File: src/logic/dfb_pkg.sv
// Function
// - Branch saves next address, jumps via entry.
// - Branch may lag triggering instruction somewhat.
// - Fields: product, mask, data flags, free flags.
// - Data flags 35-47 sticky until software write.
// - Failed select or search sets flag 37.
// - Control vector gates flags 41 through 46.
// - Flags set regardless of their mask bits.
// - Product bit equals flag AND mask.
// - Enable bit 52 needed, cleared by branch.
// - Bit 51 is OR of products 4-15.
// - Bits 51 and 52 set branch at end.
// - Restored soft flag 35 with mask branches.
// - Conversion result out of range sets 39.
// - Flag 40 ORs 37-39, product 8 gated.
// - Flag 44 ORs 41-43, product 12 gated.
// - Divide fault sets 41, suppresses 42, 43.
// - Exponent above limit sets 42, forces indefinite.
// - Exponent below limit sets 43 unless fault.
// - Negative root operand sets 45, complements result.
// - Indefinite store or compare sets flag 46.
// - Status 53-55 initialized early, never branch.
// - Bit 58 scalar source, 59-63 vector duplicates.
// - Exit register gets zero top, next address.
`default_nettype none
package dfb_pkg;

  localparam int          REG_W        = 64;
  localparam int          ADDR_W       = 48;
  localparam int          MASK_LSB     = 16;
  localparam int          FLAG_LSB     = 32;
  localparam int          PROD_TRIG_LO = 4;
  localparam int          PROD_SOFT    = 3;
  localparam int          BIT_SOFT     = 35;
  localparam int          BIT_TIMER    = 36;
  localparam int          BIT_SELECT   = 37;
  localparam int          BIT_CONV     = 39;
  localparam int          BIT_OR_A     = 40;
  localparam int          BIT_DIVF     = 41;
  localparam int          BIT_EXPOVF   = 42;
  localparam int          BIT_MZERO    = 43;
  localparam int          BIT_OR_B     = 44;
  localparam int          BIT_SQRT     = 45;
  localparam int          BIT_INDEF    = 46;
  localparam int          BIT_BREAK    = 47;
  localparam int          BIT_ANY      = 51;
  localparam int          BIT_ENABLE   = 52;
  localparam int          BIT_STAT_LO  = 53;
  localparam int          BIT_SCALAR   = 58;
  localparam int          BIT_VEC_LO   = 59;
  localparam logic [63:0] WR_MASK      = 64'hfff0_eef8_fff8_0000;
  localparam logic [63:0] DFR_RESET    = 64'h0000_0000_0000_0000;
  localparam logic [15:0] EXP_OVF_64   = 16'h6fff;
  localparam logic [15:0] EXP_MZ_64    = 16'h9000;
  localparam logic [7:0]  EXP_OVF_32   = 8'h6f;
  localparam logic [7:0]  EXP_MZ_32    = 8'h90;
  localparam logic [15:0] EXIT_TOP     = 16'h0000;

endpackage
`default_nettype wire

File: src/logic/dfb_flag_unit.sv
`timescale 1ns/1ps
`default_nettype none
module dfb_flag_unit
  import dfb_pkg::*;
(
  input  wire logic              clock_i,
  input  wire logic              srst_i,
  input  wire logic              instr_done_i,
  input  wire logic [ADDR_W-1:0] next_addr_i,
  input  wire logic [REG_W-1:0]  entry_reg_i,
  output logic                   branch_o,
  output logic [REG_W-1:0]       exit_reg_o,
  output logic [ADDR_W-1:0]      target_o,
  input  wire logic              load_i,
  input  wire logic [REG_W-1:0]  load_data_i,
  input  wire logic              alter_i,
  input  wire logic [5:0]        alter_bit_i,
  input  wire logic              alter_val_i,
  output logic [REG_W-1:0]       flag_reg_o,
  input  wire logic              timer_i,
  input  wire logic              breakpoint_i,
  input  wire logic              select_fail_i,
  input  wire logic              search_nomatch_i,
  input  wire logic              conv_valid_i,
  input  wire logic [REG_W-1:0]  conv_result_i,
  input  wire logic              arith_valid_i,
  input  wire logic              arith_vector_i,
  input  wire logic              arith_half_i,
  input  wire logic              cv_use_i,
  input  wire logic              cv_bit_i,
  input  wire logic [15:0]       exp_i,
  input  wire logic              src_indef_i,
  input  wire logic              div_i,
  input  wire logic              divisor_zero_i,
  input  wire logic              sqrt_i,
  input  wire logic              sqrt_neg_i,
  input  wire logic [ADDR_W-1:0] sqrt_root_i,
  output logic [ADDR_W-1:0]      sqrt_result_o,
  output logic                   force_indef_o,
  input  wire logic              indef_store_i,
  input  wire logic              cmp_indef_i,
  input  wire logic              status_init_i,
  input  wire logic              status_noop_i,
  input  wire logic [2:0]        status_set_i
);

  // ------------------------------------------------------------
  // State
  // ------------------------------------------------------------
  typedef struct packed {
    logic [REG_W-1:0]  dfr;
    logic              branch;
    logic [REG_W-1:0]  exit_reg;
    logic [ADDR_W-1:0] target;
    logic [ADDR_W-1:0] sqrt_result;
    logic              force_indef;
  } dfb_state_s;

  dfb_state_s st_r;
  dfb_state_s st_nxt;

  // ------------------------------------------------------------
  // Register view
  // ------------------------------------------------------------
  // Only writable bits are stored; summary bits are derived on read.
  function automatic logic [REG_W-1:0] dfb_view(input logic [REG_W-1:0] raw);
    logic [REG_W-1:0] v;
    v                  = raw & WR_MASK;
    v[BIT_OR_A]        = |v[BIT_CONV:BIT_SELECT];
    v[BIT_OR_B]        = |v[BIT_MZERO:BIT_DIVF];
    v[15:0]            = v[FLAG_LSB+:16] & v[MASK_LSB+:16];
    v[BIT_ANY]         = |v[15:PROD_TRIG_LO];
    return v;
  endfunction

  logic [REG_W-1:0] view;
  logic             trigger;
  logic             take;

  always_comb begin
    view    = dfb_view(st_r.dfr);
    // A restored soft flag with its mask also branches.
    trigger = view[BIT_ANY] | view[PROD_SOFT];
    take    = instr_done_i & trigger & view[BIT_ENABLE];
  end

  // ------------------------------------------------------------
  // Condition detection
  // ------------------------------------------------------------
  logic        cv_ok;
  logic        div_fault;
  logic        exp_ovf;
  logic        exp_mz;
  logic        conv_ovf;
  logic [5:0]  cv_flags;

  always_comb begin
    cv_ok     = ~cv_use_i | cv_bit_i;
    div_fault = arith_valid_i & div_i & divisor_zero_i & ~src_indef_i;
    if (arith_half_i) begin
      exp_ovf = $signed(exp_i[7:0]) > $signed(EXP_OVF_32);
      exp_mz  = $signed(exp_i[7:0]) < $signed(EXP_MZ_32);
    end else begin
      exp_ovf = $signed(exp_i) > $signed(EXP_OVF_64);
      exp_mz  = $signed(exp_i) < $signed(EXP_MZ_64);
    end
    exp_ovf  = arith_valid_i & exp_ovf & ~src_indef_i & ~div_fault;
    exp_mz   = arith_valid_i & exp_mz & ~div_fault;
    // Out of range when bits 63..47 are not a pure sign extension.
    conv_ovf = conv_valid_i & ~((&conv_result_i[63:47]) | ~(|conv_result_i[63:47]));
    cv_flags[0] = div_fault;
    cv_flags[1] = exp_ovf;
    cv_flags[2] = exp_mz;
    cv_flags[3] = 1'b0;
    cv_flags[4] = arith_valid_i & sqrt_i & sqrt_neg_i;
    cv_flags[5] = (arith_valid_i & (div_fault | exp_ovf | src_indef_i)) | indef_store_i
                  | cmp_indef_i;
    cv_flags    = cv_flags & {6{cv_ok}};
  end

  // ------------------------------------------------------------
  // Next state
  // ------------------------------------------------------------
  logic [REG_W-1:0] sets;
  logic [REG_W-1:0] base;

  always_comb begin
    st_nxt = st_r;
    sets   = '0;
    base   = st_r.dfr;

    if (take) begin
      base[BIT_ENABLE] = 1'b0;
    end
    if (status_init_i && !status_noop_i) begin
      base[BIT_STAT_LO+:3] = 3'h0;
    end
    // Software writes are the only way data flags 35-47 clear.
    if (load_i) begin
      base = load_data_i;
    end else if (alter_i) begin
      base[alter_bit_i] = alter_val_i;
    end

    // Hardware sets land after the software write, so a set wins.
    sets[BIT_TIMER]      = timer_i;
    sets[BIT_BREAK]      = breakpoint_i;
    sets[BIT_SELECT]     = select_fail_i | search_nomatch_i;
    sets[BIT_CONV]       = conv_ovf;
    sets[BIT_DIVF]       = cv_flags[0];
    sets[BIT_EXPOVF]     = cv_flags[1];
    sets[BIT_MZERO]      = cv_flags[2];
    sets[BIT_SQRT]       = cv_flags[4];
    sets[BIT_INDEF]      = cv_flags[5];
    sets[BIT_STAT_LO+:3] = (status_init_i & ~status_noop_i) ? status_set_i : 3'h0;
    sets[BIT_SCALAR]     = arith_valid_i & ~arith_vector_i & (div_i | sqrt_i)
                           & (|cv_flags);
    if (arith_valid_i && arith_vector_i) begin
      sets[BIT_VEC_LO+:5] = {cv_flags[5], cv_flags[4], cv_flags[2:0]};
    end

    st_nxt.dfr    = (base | sets) & WR_MASK;
    st_nxt.branch = take;
    if (take) begin
      st_nxt.exit_reg = {EXIT_TOP, next_addr_i};
      st_nxt.target   = entry_reg_i[ADDR_W-1:0];
    end

    if (arith_valid_i) begin
      st_nxt.force_indef = div_fault | exp_ovf;
      if (sqrt_i && sqrt_neg_i) begin
        st_nxt.sqrt_result = ADDR_W'(~sqrt_root_i + 1'b1);
      end else begin
        st_nxt.sqrt_result = sqrt_root_i;
      end
    end else begin
      st_nxt.force_indef = 1'b0;
    end
  end

  always_ff @(posedge clock_i) begin
    if (srst_i) begin
      st_r.dfr         <= DFR_RESET;
      st_r.branch      <= 1'b0;
      st_r.exit_reg    <= '0;
      st_r.target      <= '0;
      st_r.sqrt_result <= '0;
      st_r.force_indef <= 1'b0;
    end else begin
      st_r <= st_nxt;
    end
  end

  // ------------------------------------------------------------
  // Outputs
  // ------------------------------------------------------------
  always_comb begin
    flag_reg_o    = view;
    branch_o      = st_r.branch;
    exit_reg_o    = st_r.exit_reg;
    target_o      = st_r.target;
    sqrt_result_o = st_r.sqrt_result;
    force_indef_o = st_r.force_indef;
  end

  // ------------------------------------------------------------
  // Checks
  // ------------------------------------------------------------
  property p_product;
    @(posedge clock_i) disable iff (srst_i)
      flag_reg_o[15:0] == (flag_reg_o[47:32] & flag_reg_o[31:16]);
  endproperty
  a_product: assert property (p_product)
    else $error("Product field differs from flag and mask.");

  property p_any;
    @(posedge clock_i) disable iff (srst_i)
      flag_reg_o[BIT_ANY] == (|flag_reg_o[15:4]);
  endproperty
  a_any: assert property (p_any)
    else $error("Summary bit 51 differs from product OR.");

  property p_or_a;
    @(posedge clock_i) disable iff (srst_i)
      flag_reg_o[BIT_OR_A] == (|flag_reg_o[39:37]) && flag_reg_o[8] ==
      (flag_reg_o[24] & flag_reg_o[BIT_OR_A]);
  endproperty
  a_or_a: assert property (p_or_a)
    else $error("Flag 40 or product 8 wrong.");

  property p_take;
    @(posedge clock_i) disable iff (srst_i)
      instr_done_i && (flag_reg_o[BIT_ANY] || flag_reg_o[3]) && flag_reg_o[BIT_ENABLE]
      |=> branch_o;
  endproperty
  a_take: assert property (p_take)
    else $error("Branch not taken at instruction end.");

  property p_exit;
    @(posedge clock_i) disable iff (srst_i)
      instr_done_i && flag_reg_o[BIT_ANY] && flag_reg_o[BIT_ENABLE]
      |=> exit_reg_o == {16'h0000, $past(next_addr_i)}
          && target_o == $past(entry_reg_i[47:0]);
  endproperty
  a_exit: assert property (p_exit)
    else $error("Exit or target address wrong after branch.");

  property p_clear_en;
    @(posedge clock_i) disable iff (srst_i)
      branch_o && !$past(load_i) && !$past(alter_i) |-> !flag_reg_o[BIT_ENABLE];
  endproperty
  a_clear_en: assert property (p_clear_en)
    else $error("Enable bit not cleared by branch.");

  property p_sticky;
    @(posedge clock_i) disable iff (srst_i)
      flag_reg_o[BIT_SELECT] && !load_i && !alter_i |=> flag_reg_o[BIT_SELECT];
  endproperty
  a_sticky: assert property (p_sticky)
    else $error("Flag 37 cleared without software write.");

  property p_nomatch;
    @(posedge clock_i) disable iff (srst_i)
      search_nomatch_i |=> flag_reg_o[BIT_SELECT];
  endproperty
  a_nomatch: assert property (p_nomatch)
    else $error("Failed search did not set flag 37.");

  property p_conv;
    @(posedge clock_i) disable iff (srst_i)
      conv_valid_i && ($signed(conv_result_i) > $signed(64'h0000_7fff_ffff_ffff))
      |=> flag_reg_o[BIT_CONV];
  endproperty
  a_conv: assert property (p_conv)
    else $error("Conversion overflow did not set flag 39.");

  property p_cv_gate;
    @(posedge clock_i) disable iff (srst_i)
      !flag_reg_o[BIT_DIVF] && cv_use_i && !cv_bit_i && !load_i && !alter_i
      |=> !flag_reg_o[BIT_DIVF];
  endproperty
  a_cv_gate: assert property (p_cv_gate)
    else $error("Masked element set divide fault flag.");

  property p_undef;
    @(posedge clock_i) disable iff (srst_i)
      (flag_reg_o & 64'h0007_0007_0007_0007) == 64'h0;
  endproperty
  a_undef: assert property (p_undef)
    else $error("Undefined bits read nonzero.");

  property p_or_b;
    @(posedge clock_i) disable iff (srst_i)
      flag_reg_o[BIT_OR_B] == (|flag_reg_o[43:41]) && flag_reg_o[12] ==
      (flag_reg_o[28] & flag_reg_o[BIT_OR_B]);
  endproperty
  a_or_b: assert property (p_or_b)
    else $error("Flag 44 or product 12 wrong.");

  property p_en_hold;
    @(posedge clock_i) disable iff (srst_i)
      !flag_reg_o[BIT_ENABLE] && !load_i && !alter_i |=> !flag_reg_o[BIT_ENABLE];
  endproperty
  a_en_hold: assert property (p_en_hold)
    else $error("Enable bit set without software write.");

  property p_no_branch;
    @(posedge clock_i) disable iff (srst_i)
      !instr_done_i || !flag_reg_o[BIT_ENABLE] |=> !branch_o;
  endproperty
  a_no_branch: assert property (p_no_branch)
    else $error("Branch taken without enable or instruction end.");

  property p_div_supp;
    @(posedge clock_i) disable iff (srst_i)
      arith_valid_i && div_i && divisor_zero_i && !src_indef_i && !flag_reg_o[BIT_EXPOVF]
      && !load_i && !alter_i |=> force_indef_o && !flag_reg_o[BIT_EXPOVF];
  endproperty
  a_div_supp: assert property (p_div_supp)
    else $error("Divide fault handling wrong.");

  property p_sqrt;
    @(posedge clock_i) disable iff (srst_i)
      arith_valid_i && sqrt_i && sqrt_neg_i
      |=> (sqrt_result_o + $past(sqrt_root_i)) == 48'h0;
  endproperty
  a_sqrt: assert property (p_sqrt)
    else $error("Negative root result is not the complement.");

  property p_status_hold;
    @(posedge clock_i) disable iff (srst_i)
      status_init_i && status_noop_i && !load_i && !alter_i
      |=> flag_reg_o[55:53] == $past(flag_reg_o[55:53]);
  endproperty
  a_status_hold: assert property (p_status_hold)
    else $error("Status bits changed by a no-op.");

  property p_cmp_indef;
    @(posedge clock_i) disable iff (srst_i)
      cmp_indef_i && (!cv_use_i || cv_bit_i) |=> flag_reg_o[BIT_INDEF];
  endproperty
  a_cmp_indef: assert property (p_cmp_indef)
    else $error("Indefinite compare did not set flag 46.");

endmodule
`default_nettype wire

File: config.mk
export PLATFORM = sky130hd
export DESIGN_NAME = dfb_flag_unit
export DESIGN_NICKNAME = d
export VERILOG_FILES = /design/src/logic/dfb_pkg.sv /design/src/logic/dfb_flag_unit.sv
export SDC_FILE = /design/constraint.sdc
export NUM_CORES = 1
export LEC_CHECK = 0
export BUFFER_PORTS_ARGS = -buffer_cell sky130_fd_sc_hd__buf_2
export CAP_MARGIN = 5
export CORE_AREA = 2 2 221 223
export DETAILED_ROUTE_END_ITERATION = 10
export DIE_AREA = 0 0 223 225
export GPL_ROUTABILITY_DRIVEN = 0
export HOLD_SLACK_MARGIN = 0.15
export PLACE_DENSITY = 0.39
export SLEW_MARGIN = 20
export SYNTH_ARGS = -nofsm -noshare
export SYNTH_HDL_FRONTEND = slang
export SYNTH_SLANG_ARGS = --single-unit
File: constraint.sdc
create_clock -name clock_i -period 5.82 [get_ports clock_i]
set_clock_uncertainty 0.1 [all_clocks]
set_input_delay 0.582 -clock clock_i [delete_from_list [all_inputs] [get_ports clock_i]]
set_output_delay 0.582 -clock clock_i [all_outputs]
set_load 0.03 [all_outputs]
==> impl_metrics.ini, run 1 <==
[cts]
cts_tree = yes
clk_pin_slew_ps = 80
clkLatencyLatePin_ps = 500
numCtsBuffers = 17
cts_max_level = 4
clock_sinks = 182
postCtsSetupRepairBufs = 0
root_buffer = clkbuf_16
clock_path_buffers = 2

[sta]
min_period_ps = 2974
setup_tns_ps = 0
rsz0062_at_grt = false
max_freq_mhz = 336.3
finalSetupViolations = 0
hold_ws_ps = 226.4
fin_crit_sh = 0.5109
tightest_slew_ps = 1015
final_hold_viol_count = 0
slew_viol_final = 0
max_slew_margin = 0.3142

[cells_and_area]
num-fill-cells = 5302
final_cell_mix = buf_2, dfxtp_1, o21ai_0, nand2b_1, nand3b_1
drive_gt1_frac = 0.3309
layout_commonest_cell = buf_2
final_util = 0.2658
syn_to_final_growth_pct = 34.22
nets = 1846

[grt]
grt_pass1_vias = 9226
grt_use_met3 = 0.05111
globalRouteTotalUtil = 0.1462
grt_pass1_wl_um = 55940
grtUsageMet2 = 0.2241
antenna_found_initial = 8
met1_usage = 0.1860
grt_max_degree = 194
overflow = 0
busiest_layer = met2

[power_and_ir_drop]
ir_drop_mv = 0.1612
p_leak_nw = 5.338
power_density_nw_per_um2 = 259.5

[critical_path]
cp.required_ps = 5140
r2r_setup_slack_ps = 3040
reg2reg_to = exit_reg_o[29]
cp_max_fo = 6
rr_worst_depth = 5
r2r_start = flag_reg_o[37]
worstSetupEndpointType = output pin
criticalPathCategory = reg2out
cp.arrival_ps = 2290
start_kind = flip-flop

[floorplan]
io_pins = 564
row_count = 80
start_util = 0.1980
dieArea_um2 = 50180
die_w_um = 223
core_um2 = 47550
dieHeight_um = 225

[logic_synthesis]
synth-main-ff-cell = dfxtp_1
ys_types = 65
seq_area_frac_synth = 0.3870
synth_top_cell_area_share = 0.3870
synth_top_family_by_area = simple AND/OR/NAND/NOR gates
synth-edff-count = 0
synth-simple-area-share = 0.3154
syn_area_um2 = 9414
synth_area_leaders = dfxtp_1, nand3b_1, nand2b_1
synth_top_area_cell = dfxtp_1
synth_seq_cells = 182
synthMuxAreaShare = 0.01754
async_flop_share = 0
avgSynthCellArea_um2 = 8.316
synth_compound_area_frac = 0.1928
syn_inst = 1132
synthAdderAreaFrac = 0.001329
ys_warn_count = 0
synthXorXnorAreaFrac = 0.02047

[hold_path]
hold_path_startpoint = entry_reg_i[43]
min_path_cells = 3
hp-class = in2reg
hold_path_end = target_o[43]

[place]
io_buffers = 436
dp_hpwl_um = 27010

[detailed_routing]
route.vias.total = 9713
vias_per_cell = 4.543
drtIter0Drc = 498
routedWlPerCell_um = 17.47
firstDrtPassIters = 5
wl_um = 37340
drc = 0
detail-route-antenna-nets = 0

[run_status]
outcome = finished clean

[run]
max_cap_viol_count = 0
cells in the mapped netlist (12+ instances only):
cell,count
dfxtp_1,182
o21ai_0,127
nand2b_1,104
nand3b_1,101
clkbuf_1,71
nor2_1,57
nand2_1,56
buf_4,36
nand3_1,36
nor3_1,33
a22oi_1,29
nand4_1,26
a21oi_1,25
o21ai_1,18
and2_1,16
a211oi_1,14
a31oi_1,14
xnor2_1,14
mux2i_1,12
nor4_1,12
power by group:
part	switching (W)	total, W	internal (W)
sequential	0.0000425	0.00135	0.00131
clock	0.000645	0.00131	0.000663
combinational	0.000409	0.000620	0.000211
total	0.00110	0.00328	0.00218
stage by stage:
| step | total power (W) | cell area, um2 | setup slack, ps | std cells |
|---|---|---|---|---|
| 2_1_floorplan | 0.001766 | 9515 | 3231 | 1159 |
| 3_3_place_gp | 0.002000 | 11970 | 2456 | 2102 |
| 3_5_place_dp | 0.002005 | 11980 | 2508 | 2102 |
| 4_1_cts | 0.003357 | 12620 | 2795 | 2135 |
| 5_1_grt | 0.003436 | 12630 | 2794 | 2136 |
| 6_report | 0.003278 | 12640 | 2846 | 2138 |
routing by layer:
layer  vias up  routed length [um]
met4         8                 737
met1      4528               16980
met3        42                2858
met5         -                  47
li1       4801                   -
met2       334               16720
cell families after synthesis:
kind of cell,count (synthesis)
xor+xnor,22
simple gates,495
compound gates,290
mux,16
flops,182
fa+ha+maj,1
buf+inv,125
other cells,1
flip-flops by register name, summed over array words and instances, names as in the netlist:
register,count
target_o,48
force_indef_o,1
branch_o,1
flag_reg_o,36
sqrt_result_o,48
exit_reg_o,48
worst max-delay path: stages, from the launching register on:
cell     delay, ps
dfxtp_1        400
o31a_1         340
or4_4          580
or2_2          290
buf_2          180
cell type report:
type,instances,area (um2),area share
clock inverters,15,211.5,0.01673
diodes,3,7.507,0.0005941
inverters,9,33.78,0.002674
multi-input cells,852,5274,0.4174
flip-flops and latches,182,3643,0.2883
clock buffers,17,425.4,0.03367
repair buffers,445,2271,0.1797
well taps,615,769.5,0.06090
how the worst max path moves through the flow:
stage	depth (start not counted)	startpoint	to	slack, ps
global placement	6	sqrt_root_i[4]	sqrt_result_o[45]	2460
finish	4	flag_reg_o[37]	flag_reg_o[51]	2850
global route	4	flag_reg_o[37]	flag_reg_o[51]	2790
detailed placement	6	sqrt_root_i[34]	sqrt_result_o[43]	2510
floorplan	5	sqrt_root_i[38]	sqrt_result_o[47]	3230
CTS	4	flag_reg_o[37]	flag_reg_o[51]	2800
repair_timing:
item                       in CTS  in global routing
resized for setup               0                  0
hold buffers                    1                  0
hold endpoints to repair        1                  0
setup endpoints to repair       0                  0
No activity file was read; power rests on OpenSTA's default activity.
==> inputs of run 2 (changes only) <==
- ABC_AREA: unset -> 1
- CORE_AREA: 2 2 221 223 -> 2 2 217 219
- DIE_AREA: 0 0 223 225 -> 0 0 219 221
- PLACE_DENSITY: 0.39 -> 0.42
- clock period: 5.82 -> 2.7 ns (I/O delays scaled with it)
==> impl_metrics.ini, run 2 <==
[logic_synthesis]
synth-simple-area-share = 0.3537
ys_types = 41
yosysMostFrequentCell = nand2_1
async_flop_share = 0
syn_inst = 1461
synth_seq_cells = 182
synthMuxAreaShare = 0
syn_area_um2 = 9612
synth_compound_area_frac = 0.1419
seq_area_frac_synth = 0.3791
synth_top_cell_area_share = 0.3791
synth_top_area_cell = dfxtp_1
synth_area_leaders = dfxtp_1, nand2_1, nand4_1
synth.top_cells.by_count = nand2_1, dfxtp_1, nor2_1
synthAdderAreaFrac = 0.001302
synth-edff-count = 0
avgSynthCellArea_um2 = 6.579
synth-main-ff-cell = dfxtp_1
ys_warn_count = 0
synthXorXnorAreaFrac = 0.01093
synth_top_family_by_area = simple AND/OR/NAND/NOR gates

[cells_and_area]
final_area_um2 = 15270
final_cell_mix = buf_2, nand2_1, dlygate4sd3_1, dfxtp_1, nor2_1
layout_commonest_cell = buf_2
syn_to_final_growth_pct = 58.90
drive_gt1_frac = 0.2420
finalNonFillerCells = 2705
nets = 2422

[grt]
globalRouteTotalUtil = 0.1722
grt_max_degree = 99
overflow = 0
grt_pass1_vias = 11881
antenna_found_initial = 3
grt_pass1_wl_um = 65280

[sta]
rsz0062_at_grt = true
hold_ws_ps = 195.3
final_hold_viol_count = 0
max_slew_margin = 0.5718
min_period_ps = 2598
slew_viol_final = 0
fin_crit_sh = 0.9623
finalSetupViolations = 0
setup_tns_ps = 0
max_freq_mhz = 384.9
tightest_slew_ps = 642.3

[place]
io_buffers = 436
dp_hpwl_um = 30770
dpl-instance-area_um2 = 12330
dp.cells = 2438

[cts]
clkLatencyLatePin_ps = 490
clk_pin_slew_ps = 70
clock_path_buffers = 2
postCtsSetupRepairBufs = 0
numCtsBuffers = 17
cts_max_level = 4
clock_sinks = 182
root_buffer = clkbuf_16
cts_tree = yes

[power_and_ir_drop]
power_density_nw_per_um2 = 471.5
p_leak_nw = 7.180
ir_drop_mv = 0.3310

[critical_path]
rr_worst_depth = 9
startpoint = sqrt_root_i[0]
cp.required_ps = 2980
cp_max_fo = 5
reg2reg_to = exit_reg_o[35]
cp-endpoint = sqrt_result_o[28]
r2r_setup_slack_ps = 600
cp.arrival_ps = 2880
start_kind = primary input
r2r_start = flag_reg_o[42]
criticalPathCategory = in2reg
worstSetupEndpointType = flip-flop

[detailed_routing]
route.vias.total = 12215
drtIter0Drc = 805
vias_per_cell = 4.516
drc = 0
firstDrtPassIters = 5
detail-route-antenna-nets = 0
routedWlPerCell_um = 15.81
wl_um = 42760

[hold_path]
hp-class = in2reg

[floorplan]
dieArea_um2 = 48400
die_w_um = 219
start_util = 0.2087
io_pins = 564
core_um2 = 46060
dieHeight_um = 221
row_count = 79

[run_status]
outcome = finished clean

[run]
max_cap_viol_count = 0
## run 2: cell types whose count changed in the layout (fill, tap and decap cells not counted), moves of 98 or more
cell,change
nand2_1,+293
nand2b_1,-104
inv_1,+123
nand3b_1,-98
a21oi_1,+105
dlygate4sd3_1,+232
nor2_1,+123
## run 2: metrics by stage
step / worst slack, ps / utilization / power, W
2_1_floorplan: 644.6 / - / 0.003915
3_3_place_gp: 545.1 / 0.2676 / 0.004499
3_5_place_dp: 544.2 / 0.2676 / 0.004503
4_1_cts: 18.06 / 0.3304 / 0.007321
5_1_grt: -49.97 / 0.3316 / 0.007565
6_report: 101.8 / 0.3316 / 0.007201
## run 2: repair_timing
action | in CTS | in global routing
hold buffers | 234 | 0
endpoints found under the hold margin | 181 | 0
resized for setup | 0 | 15
endpoints found under the setup margin | 0 | 8
## run 2: critical path, cell delays in order
cell           delay [ps]
dlygate4sd3_1         530
buf_2                 120
inv_1                 100
ha_1                  210
nand2_1               110
nor2_2                160
nand3_1               230
o21ai_4               280
nand2_1                70
nand2_1                70
nand3_1                70
nand2_1                70
dlygate4sd3_1         540
inv_1                  40
## run 2: worst min path at each step
stage	depth (start not counted)	startpoint	to	slack [ps]
after floorplan	2	sqrt_root_i[31]	sqrt_result_o[31]	330
after global placement	2	exit_reg_o[10]	exit_reg_o[10]	350
after detailed placement	2	target_o[25]	target_o[25]	350
after CTS	4	alter_i	flag_reg_o[56]	150
after global routing	4	alter_i	flag_reg_o[56]	190
final	4	alter_i	flag_reg_o[56]	200
## run 2: per-layer routing
| metal | GRT usage | vias up | routed length [um] |
|---|---|---|---|
| met5 | 0 | - | 0 |
| met1 | 0.2169 | 5681 | 19020 |
| met4 | 0.06844 | 0 | 1066 |
| met2 | 0.2796 | 390 | 19800 |
| met3 | 0.04371 | 53 | 2868 |
| li1 | - | 6091 | - |
## run 2: area by class of cell
class                   count  area [um2]
clock inverters            13       120.1
flip-flops and latches    182        3647
fillers                  5065       30790
multi-input cells        1059        5050
diodes                      3       7.507
clock buffers              18       429.2
inverters                 134       503.0
well taps                 607       759.5
repair buffers            689        4757
## run 2: kinds of logic (layout without fill, tap and decap cells)
family	after synthesis	in the layout
and+or+nand+nor	771	771
AOI/OAI and AO/OA	247	247
buffers and inverters	247	854
DFF	182	182
xor gates and xnor gates	12	12
adders and majority gates	1	1
other	1	31
## run 2: power by group
group          switching, W  internal [W]
registers         0.0000839       0.00281
clock network       0.00126       0.00120
logic               0.00115      0.000690
==> inputs of run 3 (changes only) <==
- CORE_AREA: 2 2 217 219 -> 2 2 218 220
- DIE_AREA: 0 0 219 221 -> 0 0 220 222
==> impl_metrics.ini, run 3 (synthesis results as in run 2) <==
[cts]
cts_max_level = 4
root_buffer = clkbuf_16
numCtsBuffers = 17
clkLatencyLatePin_ps = 490
cts_resized = 0
clock_sinks = 182
clock_path_buffers = 2
clk_pin_slew_ps = 80
cts_tree = yes

[floorplan]
start_util = 0.2078
row_count = 79
core_um2 = 46260
die_w_um = 220
dieArea_um2 = 48840
io_pins = 564
dieHeight_um = 222

[cells_and_area]
num-fill-cells = 5120
nets = 2415
syn_to_final_growth_pct = 57.61
final_cell_mix = buf_2, nand2_1, dlygate4sd3_1, dfxtp_1, nor2_1
final_area_um2 = 15150
layout_commonest_cell = buf_2
drive_gt1_frac = 0.2398

[detailed_routing]
drtIter0Drc = 705
vias_per_cell = 4.491
drc = 0
route.vias.total = 12112
firstDrtPassIters = 5
detail-route-antenna-nets = 0
wl_um = 42630
routedWlPerCell_um = 15.81

[critical_path]
worstSetupEndpointType = flip-flop
cp.required_ps = 2950
cpLargestDelayFamily = buffers and inverters
critical_path.slowest_cell = dlygate4sd3_1
cpMostUsedCell = dlygate4sd3_1
start_kind = primary input
cp_max_fo = 1
criticalPathCategory = in2reg
cp.arrival_ps = 2830
path_cells = dlygate4sd3_1 > buf_2 > o21ai_0 > dlygate4sd3_1 > nor2_1 > dlygate4sd3_1 > nor2_1 > dlygate4sd3_1 > nor2_1
cpPeakStageDelay_ps = 570
crit_buf_inv = 5

[power_and_ir_drop]
power_w = 0.007274
p_leak_nw = 7.154
power_density_nw_per_um2 = 480.1
ir_drop_mv = 0.3577

[sta]
tightest_slew_ps = 822.4
hold_ws_ps = 218.5
min_period_ps = 2579
slew_viol_final = 0
rsz0062_at_grt = false
fin_crit_sh = 0.9551
max_slew_margin = 0.4517
final_hold_viol_count = 0
finalSetupViolations = 0
max_freq_mhz = 387.8
setup_tns_ps = 0

[grt]
grt_pass1_vias = 11740
globalRouteTotalUtil = 0.1706
grt_pass1_wl_um = 64830
antenna_found_initial = 2
grt_max_degree = 155
overflow = 0

[place]
dpl-instance-area_um2 = 12320
dp_hpwl_um = 30830
io_buffers = 436

[run_status]
outcome = finished clean

[run]
max_cap_viol_count = 0

[hold_path]
hp-class = in2reg
==> run 3: path summary, 6_finish.rpt <==
check | slack (ps) | cells past startpoint | from | end
min reg2reg | 360 | 2 | target_o[17] | target_o[17]
max | 120 | 9 | conv_valid_i | flag_reg_o[39]
min | 220 | 4 | alter_i | flag_reg_o[31]
max reg2reg | 390 | 9 | flag_reg_o[42] | target_o[40]
==> run 3: what timing repair did <==
item	4_1_cts	5_1_grt
setup buffers	0	0
hold buffers	225	0
setup endpoints to repair	0	0
hold endpoints to repair	181	0
==> run 3: through the flow <==
stage | instances | worst slack [ps] | utilization
finish | 2697 | 121.1 | 0.3275
global route | 2697 | 44.36 | 0.3275
global placement | 2439 | 559.9 | 0.2663
floorplan | 1488 | 644.6 | -
detailed placement | 2439 | 550.8 | 0.2663
CTS | 2696 | 182.6 | 0.3274
==> run 3: worst register-to-register path, stage by stage (launching register included) <==
cell,delay [ps]
dfxtp_1,450
inv_2,60
nand3_1,160
and2_4,190
nor2_4,40
nand3_4,110
buf_12,260
nand4_1,140
dlygate4sd3_1,580
a21oi_1,140
==> run 3: power by group <==
part           switching [W]  total (W)  internal, W
Clock                0.00127    0.00257      0.00130
Sequential         0.0000839    0.00290      0.00281
Combinational        0.00113    0.00180     0.000673
==> run 3: final cells by class <==
cell class / instances / area, um2 / share of cell area
diodes: 1 / 2.502 / 0.0001652
clock buffers: 19 / 432.9 / 0.02858
clock inverters: 13 / 141.4 / 0.009333
inverters: 134 / 503.0 / 0.03320
multi-input cells: 1059 / 4994 / 0.3296
flip-flops and latches: 182 / 3647 / 0.2408
well taps: 607 / 759.5 / 0.05013
repair buffers: 682 / 4669 / 0.3082
==> run 3: metal layers <==
layer / part of all wire / GRT usage / up-vias
met5: 0.00030 / 0 / -
met4: 0.028 / 0.06993 / 2
met3: 0.069 / 0.04733 / 59
met2: 0.46 / 0.2760 / 413
met1: 0.44 / 0.2120 / 5563
li1: - / - / 6075
